$ cat config.mk
export PLATFORM = sky130hd
export DESIGN_NAME = fault_diag
export DESIGN_NICKNAME = d
export VERILOG_FILES = /design/src/shared/fault_diag_pkg.sv /design/src/hw/sig_engine.sv /design/src/hw/fault_diag.sv
export SDC_FILE = /design/constraint.sdc
export NUM_CORES = 1
export LEC_CHECK = 0
export BUFFER_PORTS_ARGS = -buffer_cell sky130_fd_sc_hd__buf_2
export CORE_UTILIZATION = 40
export DETAILED_ROUTE_END_ITERATION = 10
export SLEW_MARGIN = 20
export SYNTH_ARGS = -nofsm -noshare
export SYNTH_HDL_FRONTEND = slang
export SYNTH_HIERARCHICAL = 1
export SYNTH_SLANG_ARGS = --single-unit
$ cat constraint.sdc
create_clock -name pclk -period 2.6 [get_ports pclk]
set_clock_uncertainty 0.2 [all_clocks]
set_input_delay 0.39 -clock pclk [delete_from_list [all_inputs] [get_ports pclk]]
set_output_delay 0.39 -clock pclk [all_outputs]
set_load 0.005 [all_outputs]
$ cat src/shared/fault_diag_pkg.sv
// Constants, register map and carrier types of the fault diagnostic block.
// Assumes an APB master on pclk and ADC results delivered on the same clock.
package fault_diag_pkg;
    localparam int ADDR_W = 8;
    localparam logic [ADDR_W-1:0] ADDR_CMD = 8'h00;
    localparam logic [ADDR_W-1:0] ADDR_TEMP_LIMIT = 8'h04;
    localparam logic [ADDR_W-1:0] ADDR_FAULT_SETUP = 8'h08;
    localparam logic [ADDR_W-1:0] ADDR_FAULT_STATUS = 8'h0c;
    localparam logic [ADDR_W-1:0] ADDR_OT_FAULT = 8'h10;
    localparam logic [ADDR_W-1:0] ADDR_CHK_STORED = 8'h14;
    localparam logic [ADDR_W-1:0] ADDR_SIG_NVM = 8'h18;
    localparam logic [ADDR_W-1:0] ADDR_SIG_CALC = 8'h1c;
    localparam logic [ADDR_W-1:0] ADDR_REF_VOLT = 8'h20;
    localparam logic [ADDR_W-1:0] ADDR_COEF_A = 8'h24;
    localparam logic [ADDR_W-1:0] ADDR_COEF_B = 8'h28;
    localparam logic [ADDR_W-1:0] ADDR_COEF_C = 8'h2c;
    localparam logic [ADDR_W-1:0] ADDR_IRQ_STATUS = 8'h30;
    localparam logic [ADDR_W-1:0] ADDR_IRQ_MASK = 8'h34;
    localparam logic [ADDR_W-1:0] ADDR_CFG_BASE = 8'h40;
    localparam int CFG_IDX_LSB = 2;
    localparam int CFG_IDX_W = 3;
    localparam int CFG_WORDS = 8;
    localparam int CMD_SCAN_BIT = 0;
    localparam int CMD_CALC_BIT = 1;
    localparam int CMD_CHECK_BIT = 2;
    localparam int CMD_RELOAD_BIT = 3;
    localparam int N_TEMP = 4;
    localparam int TEMP_W = 14;
    localparam logic [TEMP_W-1:0] TEMP_FULL_SCALE = 14'h3fff;
    localparam int TEMP_FULL_SCALE_MV = 2500;
    localparam logic [TEMP_W-1:0] TEMP_LIMIT_RST = 14'h0000;
    localparam logic [N_TEMP-1:0] TEST_SEL_RST = 4'h0;
    localparam int FS_OT_BIT = 0;
    localparam int FS_CHK_BIT = 1;
    localparam int FS_W = 2;
    localparam int IRQ_SCAN_BIT = 0;
    localparam int IRQ_CALC_BIT = 1;
    localparam int IRQ_LOAD_BIT = 2;
    localparam int IRQ_FAULT_BIT = 3;
    localparam int IRQ_W = 4;
    localparam int SIG_W = 16;
    localparam logic [SIG_W-1:0] SIG_POLY = 16'h1021;
    localparam int COEF_A_W = 9;
    localparam int COEF_A_SHIFT = 5;

    typedef logic [CFG_WORDS-1:0][TEMP_W-1:0] nvm_image_t;

    typedef struct packed {
        logic [N_TEMP-1:0][TEMP_W-1:0] volts;
        logic [TEMP_W-1:0] ref_volt;
    } adc_result_t;

    typedef struct packed {
        logic chk;
        logic ot;
    } fault_report_t;

    typedef enum logic [3:0] {
        MODE_IDLE = 4'b0001,
        MODE_CALC = 4'b0010,
        MODE_CHECK = 4'b0100,
        MODE_LOAD = 4'b1000
    } eng_mode_t;
endpackage

$ cat src/hw/sig_engine.sv
// Serial signature engine: folds a word sequence into a shift signature.
// Assumes the caller supplies word_in for the index it shows, same cycle.
`timescale 1ns/1ps
`default_nettype none
module sig_engine #(
    parameter int WORD_W = 14,
    parameter int SIG_W = 16,
    parameter int N_WORDS = 8,
    parameter int IDX_W = 3,
    parameter logic [SIG_W-1:0] POLY = 16'h1021
) (
    input wire logic clk,
    input wire logic rst_n,
    input wire logic start,
    input wire logic [WORD_W-1:0] word_in,
    output logic [IDX_W-1:0] idx,
    output logic busy,
    output logic done,
    output logic [SIG_W-1:0] sig
);
    localparam logic [IDX_W-1:0] LAST = IDX_W'(N_WORDS - 1);
    logic [SIG_W-1:0] step;

    always_comb begin
        step = {sig[SIG_W-2:0], 1'b0} ^ (sig[SIG_W-1] ? POLY : '0);
        step = step ^ SIG_W'(word_in);
    end

    always_ff @(posedge clk or negedge rst_n) begin
        if (!rst_n) begin
            busy <= 1'b0;
            done <= 1'b0;
            idx <= '0;
            sig <= '0;
        end else begin
            done <= 1'b0;
            if (start && !busy) begin
                busy <= 1'b1;
                idx <= '0;
                sig <= '0;
            end else if (busy) begin
                sig <= step;
                idx <= idx + 1'b1;
                if (idx == LAST) begin
                    busy <= 1'b0;
                    done <= 1'b1;
                end
            end
        end
    end
endmodule // sig_engine
`default_nettype wire

$ cat src/hw/fault_diag.sv
// Fault diagnostic block: over-temperature check, config checksum,
// memory image signature and reference data, behind an APB slave.
// Assumes ADC results and report_ack are synchronous to pclk.
//
// The register offsets and register access over APB are this design's own decisions.
`timescale 1ns/1ps
`default_nettype none
module fault_diag #(
    parameter fault_diag_pkg::nvm_image_t NVM_IMAGE = '0,
    // Stored image signature; value is arbitrary
    parameter logic [fault_diag_pkg::SIG_W-1:0] NVM_SIG = 16'h0000,
    parameter logic signed [fault_diag_pkg::COEF_A_W-1:0] COEF_A = 9'h000,
    parameter logic signed [fault_diag_pkg::TEMP_W-1:0] COEF_B = 14'h0000,
    parameter logic signed [fault_diag_pkg::TEMP_W-1:0] COEF_C = 14'h0000
) (
    input wire logic pclk,
    input wire logic presetn,
    input wire logic psel,
    input wire logic penable,
    input wire logic pwrite,
    input wire logic [fault_diag_pkg::ADDR_W-1:0] paddr,
    input wire logic [31:0] pwdata,
    output logic [31:0] prdata,
    output logic pready,
    output logic pslverr,
    input wire fault_diag_pkg::adc_result_t adc_in,
    output logic irq,
    output logic report_valid,
    output fault_diag_pkg::fault_report_t report_data,
    input wire logic report_ack
);
    import fault_diag_pkg::*;

    logic pready_q;
    logic pslverr_q;
    logic [31:0] prdata_q;
    logic [31:0] rdata_d;
    logic addr_ok;
    logic acc;
    logic acc_wr;
    logic acc_rd;
    logic [TEMP_W-1:0] limit_q;
    logic [N_TEMP-1:0] sel_q;
    logic [N_TEMP-1:0] ot_q;
    logic [N_TEMP-1:0] ot_hit;
    logic [N_TEMP-1:0] ot_clr;
    logic [FS_W-1:0] fs_q;
    logic [FS_W-1:0] fs_set;
    logic [FS_W-1:0] fs_clr;
    logic [TEMP_W-1:0] ref_q;
    logic [SIG_W-1:0] chk_stored_q;
    logic [SIG_W-1:0] sig_calc_q;
    logic [IRQ_W-1:0] irq_stat_q;
    logic [IRQ_W-1:0] irq_mask_q;
    logic [IRQ_W-1:0] irq_ev;
    logic [IRQ_W-1:0] irq_clr;
    logic [TEMP_W-1:0] cfg_q [CFG_WORDS];
    logic report_valid_q;
    fault_report_t report_data_q;
    eng_mode_t mode_q;
    logic boot_q;
    logic scan_go;
    logic calc_go;
    logic check_go;
    logic load_go;
    logic cfg_hit;
    logic [CFG_IDX_W-1:0] cfg_idx;
    logic [CFG_IDX_W-1:0] eng_idx;
    logic eng_busy;
    logic eng_done;
    logic [SIG_W-1:0] eng_sig;
    logic [TEMP_W-1:0] eng_word;
    logic chk_fail;

    assign prdata = prdata_q;
    assign pready = pready_q;
    assign pslverr = pslverr_q;
    assign report_valid = report_valid_q;
    assign report_data = report_data_q;

    ////////////////////////////////////////////////////////////////////////
    // APB slave: one wait state, answer registered

    assign acc = psel && penable && pready_q;
    assign acc_wr = acc && pwrite;
    assign acc_rd = acc && !pwrite;
    assign cfg_hit = paddr[ADDR_W-1:CFG_IDX_LSB+CFG_IDX_W] ==
        ADDR_CFG_BASE[ADDR_W-1:CFG_IDX_LSB+CFG_IDX_W] &&
        paddr[CFG_IDX_LSB-1:0] == '0;
    assign cfg_idx = paddr[CFG_IDX_LSB+CFG_IDX_W-1:CFG_IDX_LSB];

    always_comb begin
        addr_ok = 1'b1;
        rdata_d = '0;
        if (cfg_hit) begin
            rdata_d = 32'(cfg_q[cfg_idx]);
        end else begin
            unique case (paddr)
                ADDR_CMD: rdata_d = 32'(mode_q != MODE_IDLE);
                ADDR_TEMP_LIMIT: rdata_d = 32'(limit_q);
                ADDR_FAULT_SETUP: rdata_d = 32'(sel_q);
                ADDR_FAULT_STATUS: rdata_d = 32'(fs_q);
                ADDR_OT_FAULT: rdata_d = 32'(ot_q);
                ADDR_CHK_STORED: rdata_d = 32'(chk_stored_q);
                ADDR_SIG_NVM: rdata_d = 32'(NVM_SIG);
                ADDR_SIG_CALC: rdata_d = 32'(sig_calc_q);
                ADDR_REF_VOLT: rdata_d = 32'(ref_q);
                ADDR_COEF_A: rdata_d = 32'({COEF_A, 5'h00});
                ADDR_COEF_B: rdata_d = 32'({COEF_B});
                ADDR_COEF_C: rdata_d = 32'({COEF_C});
                ADDR_IRQ_STATUS: rdata_d = 32'(irq_stat_q);
                ADDR_IRQ_MASK: rdata_d = 32'(irq_mask_q);
                default: addr_ok = 1'b0;
            endcase
        end
    end

    always_ff @(posedge pclk or negedge presetn) begin
        if (!presetn) begin
            pready_q <= 1'b0;
            pslverr_q <= 1'b0;
            prdata_q <= '0;
        end else if (psel && penable && !pready_q) begin
            pready_q <= 1'b1;
            pslverr_q <= !addr_ok;
            prdata_q <= pwrite ? '0 : rdata_d;
        end else begin
            pready_q <= 1'b0;
            pslverr_q <= 1'b0;
        end
    end

    ////////////////////////////////////////////////////////////////////////
    // Commands; checksum and load commands are dropped while busy

    assign scan_go = acc_wr && paddr == ADDR_CMD && pwdata[CMD_SCAN_BIT];
    assign calc_go = acc_wr && paddr == ADDR_CMD && pwdata[CMD_CALC_BIT]
        && mode_q == MODE_IDLE && !boot_q;
    assign check_go = acc_wr && paddr == ADDR_CMD && pwdata[CMD_CHECK_BIT]
        && mode_q == MODE_IDLE && !boot_q && !calc_go;
    assign load_go = mode_q == MODE_IDLE && (boot_q || (acc_wr &&
        paddr == ADDR_CMD && pwdata[CMD_RELOAD_BIT] && !calc_go &&
        !check_go));

    always_ff @(posedge pclk or negedge presetn) begin
        if (!presetn) begin
            boot_q <= 1'b1;
        end else if (load_go) begin
            boot_q <= 1'b0;
        end
    end

    always_ff @(posedge pclk or negedge presetn) begin
        if (!presetn) begin
            mode_q <= MODE_IDLE;
        end else if (eng_done) begin
            mode_q <= MODE_IDLE;
        end else if (calc_go) begin
            mode_q <= MODE_CALC;
        end else if (check_go) begin
            mode_q <= MODE_CHECK;
        end else if (load_go) begin
            mode_q <= MODE_LOAD;
        end
    end

    ////////////////////////////////////////////////////////////////////////
    // Config page, memory image load and signatures

    assign eng_word = mode_q == MODE_LOAD ? NVM_IMAGE[eng_idx] :
        cfg_q[eng_idx];

    sig_engine #(
        .WORD_W(TEMP_W),
        .SIG_W(SIG_W),
        .N_WORDS(CFG_WORDS),
        .IDX_W(CFG_IDX_W),
        .POLY(SIG_POLY)
    ) u_sig (
        .clk(pclk),
        .rst_n(presetn),
        .start(calc_go || check_go || load_go),
        .word_in(eng_word),
        .idx(eng_idx),
        .busy(eng_busy),
        .done(eng_done),
        .sig(eng_sig)
    );

    always_ff @(posedge pclk or negedge presetn) begin
        if (!presetn) begin
            for (int i = 0; i < CFG_WORDS; i++) begin
                cfg_q[i] <= '0;
            end
        end else if (mode_q == MODE_LOAD && eng_busy) begin
            cfg_q[eng_idx] <= NVM_IMAGE[eng_idx];
        end else if (acc_wr && cfg_hit) begin
            cfg_q[cfg_idx] <= pwdata[TEMP_W-1:0];
        end
    end

    assign chk_fail = eng_done && mode_q == MODE_CHECK &&
        eng_sig != chk_stored_q;

    always_ff @(posedge pclk or negedge presetn) begin
        if (!presetn) begin
            chk_stored_q <= '0;
            sig_calc_q <= '0;
        end else if (eng_done && mode_q == MODE_CALC) begin
            chk_stored_q <= eng_sig;
        end else if (eng_done && mode_q == MODE_LOAD) begin
            sig_calc_q <= eng_sig;
        end
    end

    ////////////////////////////////////////////////////////////////////////
    // Over-temperature check and settings

    always_ff @(posedge pclk or negedge presetn) begin
        if (!presetn) begin
            limit_q <= TEMP_LIMIT_RST;
            sel_q <= TEST_SEL_RST;
        end else if (acc_wr && paddr == ADDR_TEMP_LIMIT) begin
            limit_q <= pwdata[TEMP_W-1:0];
        end else if (acc_wr && paddr == ADDR_FAULT_SETUP) begin
            sel_q <= pwdata[N_TEMP-1:0];
        end
    end

    always_comb begin
        for (int i = 0; i < N_TEMP; i++) begin
            ot_hit[i] = scan_go && sel_q[i] &&
                adc_in.volts[i] < limit_q;
        end
    end

    assign ot_clr = acc_wr && paddr == ADDR_OT_FAULT ?
        pwdata[N_TEMP-1:0] : '0;
    assign fs_clr = acc_wr && paddr == ADDR_FAULT_STATUS ?
        pwdata[FS_W-1:0] : '0;
    assign fs_set = {chk_fail, |ot_hit};

    always_ff @(posedge pclk or negedge presetn) begin
        if (!presetn) begin
            ot_q <= '0;
            fs_q <= '0;
            ref_q <= '0;
        end else begin
            ot_q <= (ot_q & ~ot_clr) | ot_hit;
            fs_q <= (fs_q & ~fs_clr) | fs_set;
            if (scan_go) begin
                ref_q <= adc_in.ref_volt;
            end
        end
    end

    ////////////////////////////////////////////////////////////////////////
    // Unsolicited fault report and interrupt

    always_ff @(posedge pclk or negedge presetn) begin
        if (!presetn) begin
            report_valid_q <= 1'b0;
            report_data_q <= '0;
        end else if (fs_q == '0 && fs_set != '0) begin
            report_valid_q <= 1'b1;
            report_data_q <= fs_set;
        end else if (report_ack) begin
            report_valid_q <= 1'b0;
        end
    end

    assign irq_ev = {fs_set != '0, eng_done && mode_q == MODE_LOAD,
        eng_done && mode_q != MODE_LOAD, scan_go};
    assign irq_clr = acc_rd && paddr == ADDR_IRQ_STATUS ? irq_stat_q : '0;

    always_ff @(posedge pclk or negedge presetn) begin
        if (!presetn) begin
            irq_stat_q <= '0;
            irq_mask_q <= '0;
            irq <= 1'b0;
        end else begin
            irq_stat_q <= (irq_stat_q & ~irq_clr) | irq_ev;
            if (acc_wr && paddr == ADDR_IRQ_MASK) begin
                irq_mask_q <= pwdata[IRQ_W-1:0];
            end
            irq <= |(irq_stat_q & irq_mask_q);
        end
    end

    ////////////////////////////////////////////////////////////////////////
    // Assertions

    property p_ot_immediate;
        @(posedge pclk) disable iff (!presetn)
        scan_go |=> ((ot_q & $past(ot_hit)) == $past(ot_hit)) &&
            (fs_q[FS_OT_BIT] || $past(ot_hit) == '0);
    endproperty
    a_ot_immediate: assert property (p_ot_immediate)
        else $error("over-temperature not flagged at once");

    property p_full_scale;
        @(posedge pclk) disable iff (!presetn)
        (scan_go && limit_q == TEMP_FULL_SCALE && sel_q[0] &&
            adc_in.volts[0] != TEMP_FULL_SCALE) |=> ot_q[0];
    endproperty
    a_full_scale: assert property (p_full_scale)
        else $error("input below full-scale limit not flagged");

    property p_deselected;
        @(posedge pclk) disable iff (!presetn)
        (scan_go && !sel_q[1] && !ot_q[1]) |=> !ot_q[1];
    endproperty
    a_deselected: assert property (p_deselected)
        else $error("deselected input flagged");

    property p_report;
        @(posedge pclk) disable iff (!presetn)
        (fs_q == '0 && fs_set != '0) |=>
            report_valid_q && report_data_q == $past(fs_set);
    endproperty
    a_report: assert property (p_report)
        else $error("fault report not sent");

    property p_calc_store;
        @(posedge pclk) disable iff (!presetn)
        calc_go |-> ##[1:12] (eng_done && mode_q == MODE_CALC)
            ##1 chk_stored_q == $past(eng_sig);
    endproperty
    a_calc_store: assert property (p_calc_store)
        else $error("checksum not stored after calculate");

    property p_check_flag;
        @(posedge pclk) disable iff (!presetn)
        chk_fail |=> fs_q[FS_CHK_BIT];
    endproperty
    a_check_flag: assert property (p_check_flag)
        else $error("checksum mismatch not flagged");

    property p_load_sig;
        @(posedge pclk) disable iff (!presetn)
        load_go |-> ##[1:12] (eng_done && mode_q == MODE_LOAD)
            ##1 sig_calc_q == $past(eng_sig);
    endproperty
    a_load_sig: assert property (p_load_sig)
        else $error("image signature not captured after load");

    property p_coef_a;
        @(posedge pclk) disable iff (!presetn)
        (acc_rd && paddr == ADDR_COEF_A) |->
            prdata_q[TEMP_W-1:0] == {COEF_A, 5'h00} && prdata_q[31:14] == '0;
    endproperty
    a_coef_a: assert property (p_coef_a)
        else $error("coefficient A read wrong");

    property p_apb_wait;
        @(posedge pclk) disable iff (!presetn)
        (psel && penable && !pready_q) |=> pready_q ##1 !pready_q;
    endproperty
    a_apb_wait: assert property (p_apb_wait)
        else $error("APB answer timing wrong");

    c_ot: cover property (@(posedge pclk) disable iff (!presetn)
        scan_go && ot_hit != '0);
    c_chk_fail: cover property (@(posedge pclk) disable iff (!presetn)
        chk_fail);
    c_report: cover property (@(posedge pclk) disable iff (!presetn)
        report_valid_q && report_ack);
endmodule // fault_diag
`default_nettype wire

---- Word-level counts from Yosys, hierarchy flattened ----
Memory sizes are Yosys's and may differ from the RTL's.
Cells that the tools add are included.
storage, ports and cells
  register bits ........................... 254
  memory bits (read-only) ................. 112
  input port bits ......................... 116
  output and inout bits ................... 38
  word-level logic and storage cells ...... 189
  memories ................................ 1
memories
  name              depth  bits a word  read ports  clocked after Yosys merged registers in  wr ports  line               source
  (name not given)  8      14           1           0                                        0         fault_diag.sv:196  cfg_q[eng_idx] <= NVM_IMAGE[eng_idx];
cells by class
  add/sub/neg operators ................... 1
  order comparisons ....................... 9
  equality and inequality tests ........... 22
  muxes and demuxes ....................... 43
  bitwise operators ....................... 16
  reduce and logical (&&, ||, !) cells .... 67
operators by type and width
  operator              count
  $bwmux W112           2
  $mux W112             2
  $pmux W16 S10         1
  $mux W14              8
  $bmux W14 S3          2
  $demux W14 S3         2
  $mux W32              2
  $lt A14 B14 Y1        4
  $eq A8 B6 Y1 const B  6
  $logic_and A1 B1 Y1   44
  $eq A8 B5 Y1 const B  4
  $mux W16              2
  $mux W4               6
  $eq A8 B4 Y1 const B  2
  $ne A16 B16 Y1        1
  $xor A16 B14 Y16      1
  $xor A16 B16 Y16      1
  $reduce_or A14 Y1     1
  $mux W13              1
  $and A4 B4 Y4         3
  $mux W1               12
  $eq A8 B3 Y1 const B  1
  $ge A4 B4 Y1 const B  2
  $logic_not A8 Y1      1
  27 further kinds      47

---- Longest topological paths before layout ----
  depth in word-level cells ............... 17
  mapped depth ............................ 10

---- Cells and area by module ----
The synthesis kept the hierarchy.
by module, submodules not included
  module      instances  cells an instance  area an instance (µm²)
  fault_diag  1          1080               12298.0
  sig_engine  1          80                 1004.7

---- Worst setup path after synthesis ----
No wires, ideal clock.
  path type ............................... flip-flop to flip-flop
  start point ............................. register limit_q[3]
  end point ............................... register report_data_q, in the netlist report_data[0]
  arrival ................................. 2.130 ns
  required time ........................... 2.297 ns
  slack ................................... 0.166 ns
  cell stages (with the launch flop) ...... 9
  path buffers ............................ 0
  clock period less this slack ............ 2.434 ns
  path through ............................ dfrtp_1 > inv_1 > ha_1 > a211o_1 > a21oi_1 > o21ai_0 > a2111oi_0 > a2111oi_0 > o41ai_2
between the ends
  cells in the longest elaborated chain, start to end .. 5
  elaborated cells between the ends (all ways) .. 11
  those cells by class .................... order compare: 4; reduce/logical: 7
RTL lines
  element                 line               source
  from (decl)             fault_diag.sv:42   logic [TEMP_W-1:0] limit_q;
  from (signal assigned)  fault_diag.sv:224  limit_q <= pwdata[TEMP_W-1:0];
  $lt A14 B14 Y1          fault_diag.sv:233  adc_in.volts[i] < limit_q;
  $logic_and A1 B1 Y1     fault_diag.sv:232  ot_hit[i] = scan_go && sel_q[i] &&
  $reduce_or A4 Y1 *      fault_diag.sv:241  assign fs_set = {chk_fail, |ot_hit};
  $reduce_bool A2 Y1      fault_diag.sv:264  end else if (fs_q == '0 && fs_set != '0) begin
  $logic_and A1 B1 Y1     fault_diag.sv:264
  to (signal assigned)    fault_diag.sv:266  report_data_q <= fs_set;
  to (decl)               fault_diag.sv:59   fault_report_t report_data_q;
Every way passes the cells marked *; elsewhere a longest branch is shown, timed or not.
A chain may end at the register's enable or synchronous reset.

---- Worst setup path after layout ----
  start point ............................. register u_sig.idx[1]
  end point ............................... register u_sig.sig[10]
between the ends
  cells in the longest elaborated chain, start to end .. 8
  elaborated cells between the ends (all ways) .. 10
  those cells by class .................... mux: 7; bitwise: 2; memory: 1
RTL lines
  element                                      line               source
  from (decl)                                  sig_engine.sv:16   output logic [IDX_W-1:0] idx,
  from (signal assigned)                       sig_engine.sv:43   idx <= idx + 1'b1;
  $not A3 Y4 (implied by the code)             fault_diag.sv:171  cfg_q[eng_idx];
  $bmux W14 S3                                 fault_diag.sv:171
  $mux W14 (implied by the code) (2 in a row)  fault_diag.sv:171
  $mux W14 *                                   fault_diag.sv:170  assign eng_word = mode_q == MODE_LOAD ? NVM_IMAGE[eng_idx] :
  via eng_word[10]                             fault_diag.sv:72   logic [TEMP_W-1:0] eng_word;
  $xor A16 B14 Y16 *                           sig_engine.sv:26   step = step ^ SIG_W'(word_in);
  $mux W16 *                                   sig_engine.sv:41   end else if (busy) begin
  $mux W16 *                                   sig_engine.sv:37   if (start && !busy) begin
  to (signal assigned)                         sig_engine.sv:42   sig <= step;
  to (decl)                                    sig_engine.sv:19   output logic [SIG_W-1:0] sig
Mark *: on every way through the listed nets, which the timed path passes. The rest lies on a longest branch. The select of a mux whose other input is x is not followed.

==> results.sh <==
export IMPL_layoutNonFillerInstCount=1832
export IMPL_max_cap_violations=0
export IMPL_drt_iter0_drc=923
export IMPL_drc=0
export IMPL_rr_startpoint="u_sig/idx[1]"
export IMPL_startpoint_type="flop"
export IMPL_syn_area_mm2=0.0133
export IMPL_p_per_area_mw_per_mm2=516
export IMPL_die_h_um=184
export IMPL_syn_inst=1160
export IMPL_clk_pin_slew_ps=60
export IMPL_final_area_mm2=0.0163
export IMPL_antenna_found_initial=2
export IMPL_period_share_pct=99.3
export IMPL_max_clock_path_buffers=3
export IMPL_seq_area_frac_synth_pct=44.8
export IMPL_core_mm2=0.0326
export IMPL_whs_path_depth=3
export IMPL_reg2reg_to="u_sig/sig[10]"
export IMPL_area_growth_pct=22.4
export IMPL_ctsHtreeMaxLevel=1
export IMPL_yosysTopAreaCell="dfrtp_1"
export IMPL_p_switching_mw=2.02
export IMPL_status="finished, final reports clean"
export IMPL_synth_area_top_cells="dfrtp_1 44%, a22o_1 8.2%, mux4_2 6.6%"
export IMPL_path_depth=6
export IMPL_synth_distinct_cells=76
export IMPL_first_pass_iters=5
export IMPL_path_buf_inv=1
export IMPL_p_seq_share_pct=44.7
export IMPL_worstPathCellList="buf_4, mux4_2, o21ai_0, a21oi_1, xor2_1, a21o_1"
export IMPL_p_comb_share_pct=8.1
export IMPL_end_kind="flop"
export IMPL_grtUsageTotal_pct=26.4
export IMPL_initial_core_util_pct=40.8
export IMPL_dp_hpwl_um=31400
export IMPL_wl_per_cell_um=24.2
export IMPL_yosys_top_cells_count="236 x dfrtp_1, 124 x a22o_1, 72 x mux2_2, 68 x nand2_1, 54 x ha_1"
export IMPL_cts_root_buf="clkbuf_16"
export IMPL_grt_overflow=0
export IMPL_crit_fanout=10
export IMPL_dpl_instance_area_mm2=0.0151
export IMPL_yosysTopAreaCellShare_pct=44.4
export IMPL_totalWireLength_um=44200
export IMPL_grt_pass1_vias=11034
export IMPL_layout_setup_ws_ps=19.1
export IMPL_p_int_mw=6.38
export IMPL_min_from="pwdata[9]"
export IMPL_vias=10962
export IMPL_async_reset_ff_share_pct=100
export IMPL_hold_viol_final=0
export IMPL_cts_tree="done"
export IMPL_grt_start_max_net_pins=60
export IMPL_crit_start="u_sig/idx[1]"
export IMPL_r2r_cells=6
export IMPL_ant_nets=0
export IMPL_critPathTopFamily="compound AO/OA/AOI/OAI gates"
export IMPL_worstPathArrival_ps=2830
export IMPL_dp_slack_ps=-412
export IMPL_crit_type="flop to flop"
export IMPL_ys_dominant_reg_cell="dfrtp_1"
export IMPL_grt_pass1_wl_um=67100
export IMPL_yosysWarnings=6
export IMPL_gp_congestion=0.946
export IMPL_hold_class="input port to flop"
export IMPL_cts_inserted_buffers=27
export IMPL_yosys_register_bits=238
export IMPL_clock_power_share_pct=47.2
export IMPL_chipWidth_um=184
export IMPL_synth_most_common_cell="dfrtp_1"
export IMPL_dp_cells=1763
export IMPL_fin_tns_setup_ps=0
export IMPL_worstMarginPinSlew_ps=1160
export IMPL_layout_nets=1538
export IMPL_synth_edf_count=0
export IMPL_p_sw_share_pct=24.0
export IMPL_ir_drop_mv=0.487
export IMPL_cts_sinks=238
export IMPL_dieArea_mm2=0.0340
export IMPL_io_buffer_count=119
export IMPL_finalSetupViolCount=0
export IMPL_critical_path_max_stage_delay_ps=520
export IMPL_power_leakage_nw=7.83
export IMPL_pin_count=154
export IMPL_worstSkewPairLatency_ps=560
export IMPL_via_per_inst=5.98
export IMPL_crit_path_top_delay_cell="dfrtp_2"
export IMPL_final_layout_size_suffix_gt1_share_pct=32.0
export IMPL_slew_viol_final=0
export IMPL_syn_area_per_cell_um2=11.5
export IMPL_relSlewSlack_pct=22.8
export IMPL_rsz0062_at_grt="true"
export IMPL_min_to="limit_q[9]"
export IMPL_rrSetupSlack_ps=20
export IMPL_max_freq_ghz=0.387
export IMPL_num_rows=66
export IMPL_period_needed_ps=2580
export IMPL_required_ps=2840
[logic make-up (layout without fill, tap and decap cells)]
group / Yosys count / count (layout) / share of synthesized area [%]
AOI/OAI and AO/OA: 347 / 347 / 19.4
xor gates and xnor gates: 30 / 30 / 2.18
adders and majority gates: 54 / 54 / 5.08
buffers and inverters: 121 / 334 / 4.36
DFF: 238 / 238 / 44.8
muxes: 133 / 133 / 14.4
other: 1 / 18 / 0.0282
and+or+nand+nor: 236 / 236 / 9.81
[final cells by class]
cell class	instances	area (µm²)
clock buffer	33	728
antenna	2	5.00
multi-input combinational	816	6910
timing repair buffer	264	1860
fill	2956	16300
tap	442	553
inverter	21	78.8
sequential	238	5960
clock inverter	16	188
[tightest hold or removal path: cells and delay by family]
| kind | cells | cell delay (ps) |
|---|---|---|
| and+or+nand+nor | 1 | 80 |
| buffers and inverters | 1 | 180 |
| AOI/OAI and AO/OA | 1 | 60 |
[flip-flops by register name, summed over array words and instances (netlist names)]
register	flops
report_data	2
chk_stored_q	16
ot_q	4
boot_q	1
pready	1
ref_q	14
limit_q	14
sig_calc_q	16
cfg_q	112
prdata	16
pslverr	1
irq_stat_q	4
u_sig/idx	3
irq	1
sel_q	4
irq_mask_q	4
mode_q	4
fs_q	2
u_sig/sig	16
u_sig/busy	1
u_sig/done	1
report_valid	1
[metal layers]
layer / share of wire (%) / track usage, %
met3: 6.4 / 3.30
met1: 44 / 36.9
met4: 3.4 / 9.67
met2: 46 / 41.8
met5: 0 / 0
[layout by cell type, fill, tap and decap left out, types with 20 or more instances in the layout]
| master | instances |
|---|---|
| mux2_2 | 72 |
| a21oi_1 | 47 |
| ha_1 | 53 |
| mux4_2 | 39 |
| buf_2 | 118 |
| a22oi_1 | 33 |
| nor2_1 | 49 |
| clkbuf_16 | 27 |
| mux2i_1 | 22 |
| a22o_1 | 124 |
| buf_4 | 116 |
| nand2_1 | 68 |
| dfrtp_1 | 235 |
| o21ai_0 | 48 |
| inv_1 | 20 |
[worst max path at each step]
stage / slack, ps / to
floorplan: 170 / report_data[0]
global placement: -320 / fs_q[0]
detailed placement: -410 / irq_stat_q[3]
CTS: -30 / report_data[1]
global route: -60 / report_data[1]
finish: 20 / u_sig/sig[10]
[what timing repair did]
item,in CTS,in global routing
setup endpoints to repair,7,19
setup buffers,0,1
pin swaps,2,6
gates resized for setup,10,13
hold buffers,18,0
endpoints found under the hold margin,230,0
[power groups by stage]
| stage | logic [mW] | clock network, mW | registers [mW] |
|---|---|---|---|
| global placement | 0.644 | 0 | 3.82 |
| global route | 0.739 | 4.16 | 3.76 |
| finish | 0.681 | 3.97 | 3.76 |
| detailed placement | 0.650 | 0 | 3.83 |
| floorplan | 0.320 | 0 | 3.82 |
| CTS | 0.676 | 4.02 | 3.76 |
[stage by stage]
stage	power [mW]	hold slack, ps	util [%]
3_5_place_dp	4.48	124	46.2
5_1_grt	8.66	29.2	49.9
6_report	8.41	14.9	49.9
2_1_floorplan	4.14	-106	-
3_3_place_gp	4.47	128	46.2
4_1_cts	8.46	5.78	49.7
Note: power is estimated with default switching activity, not from simulation.
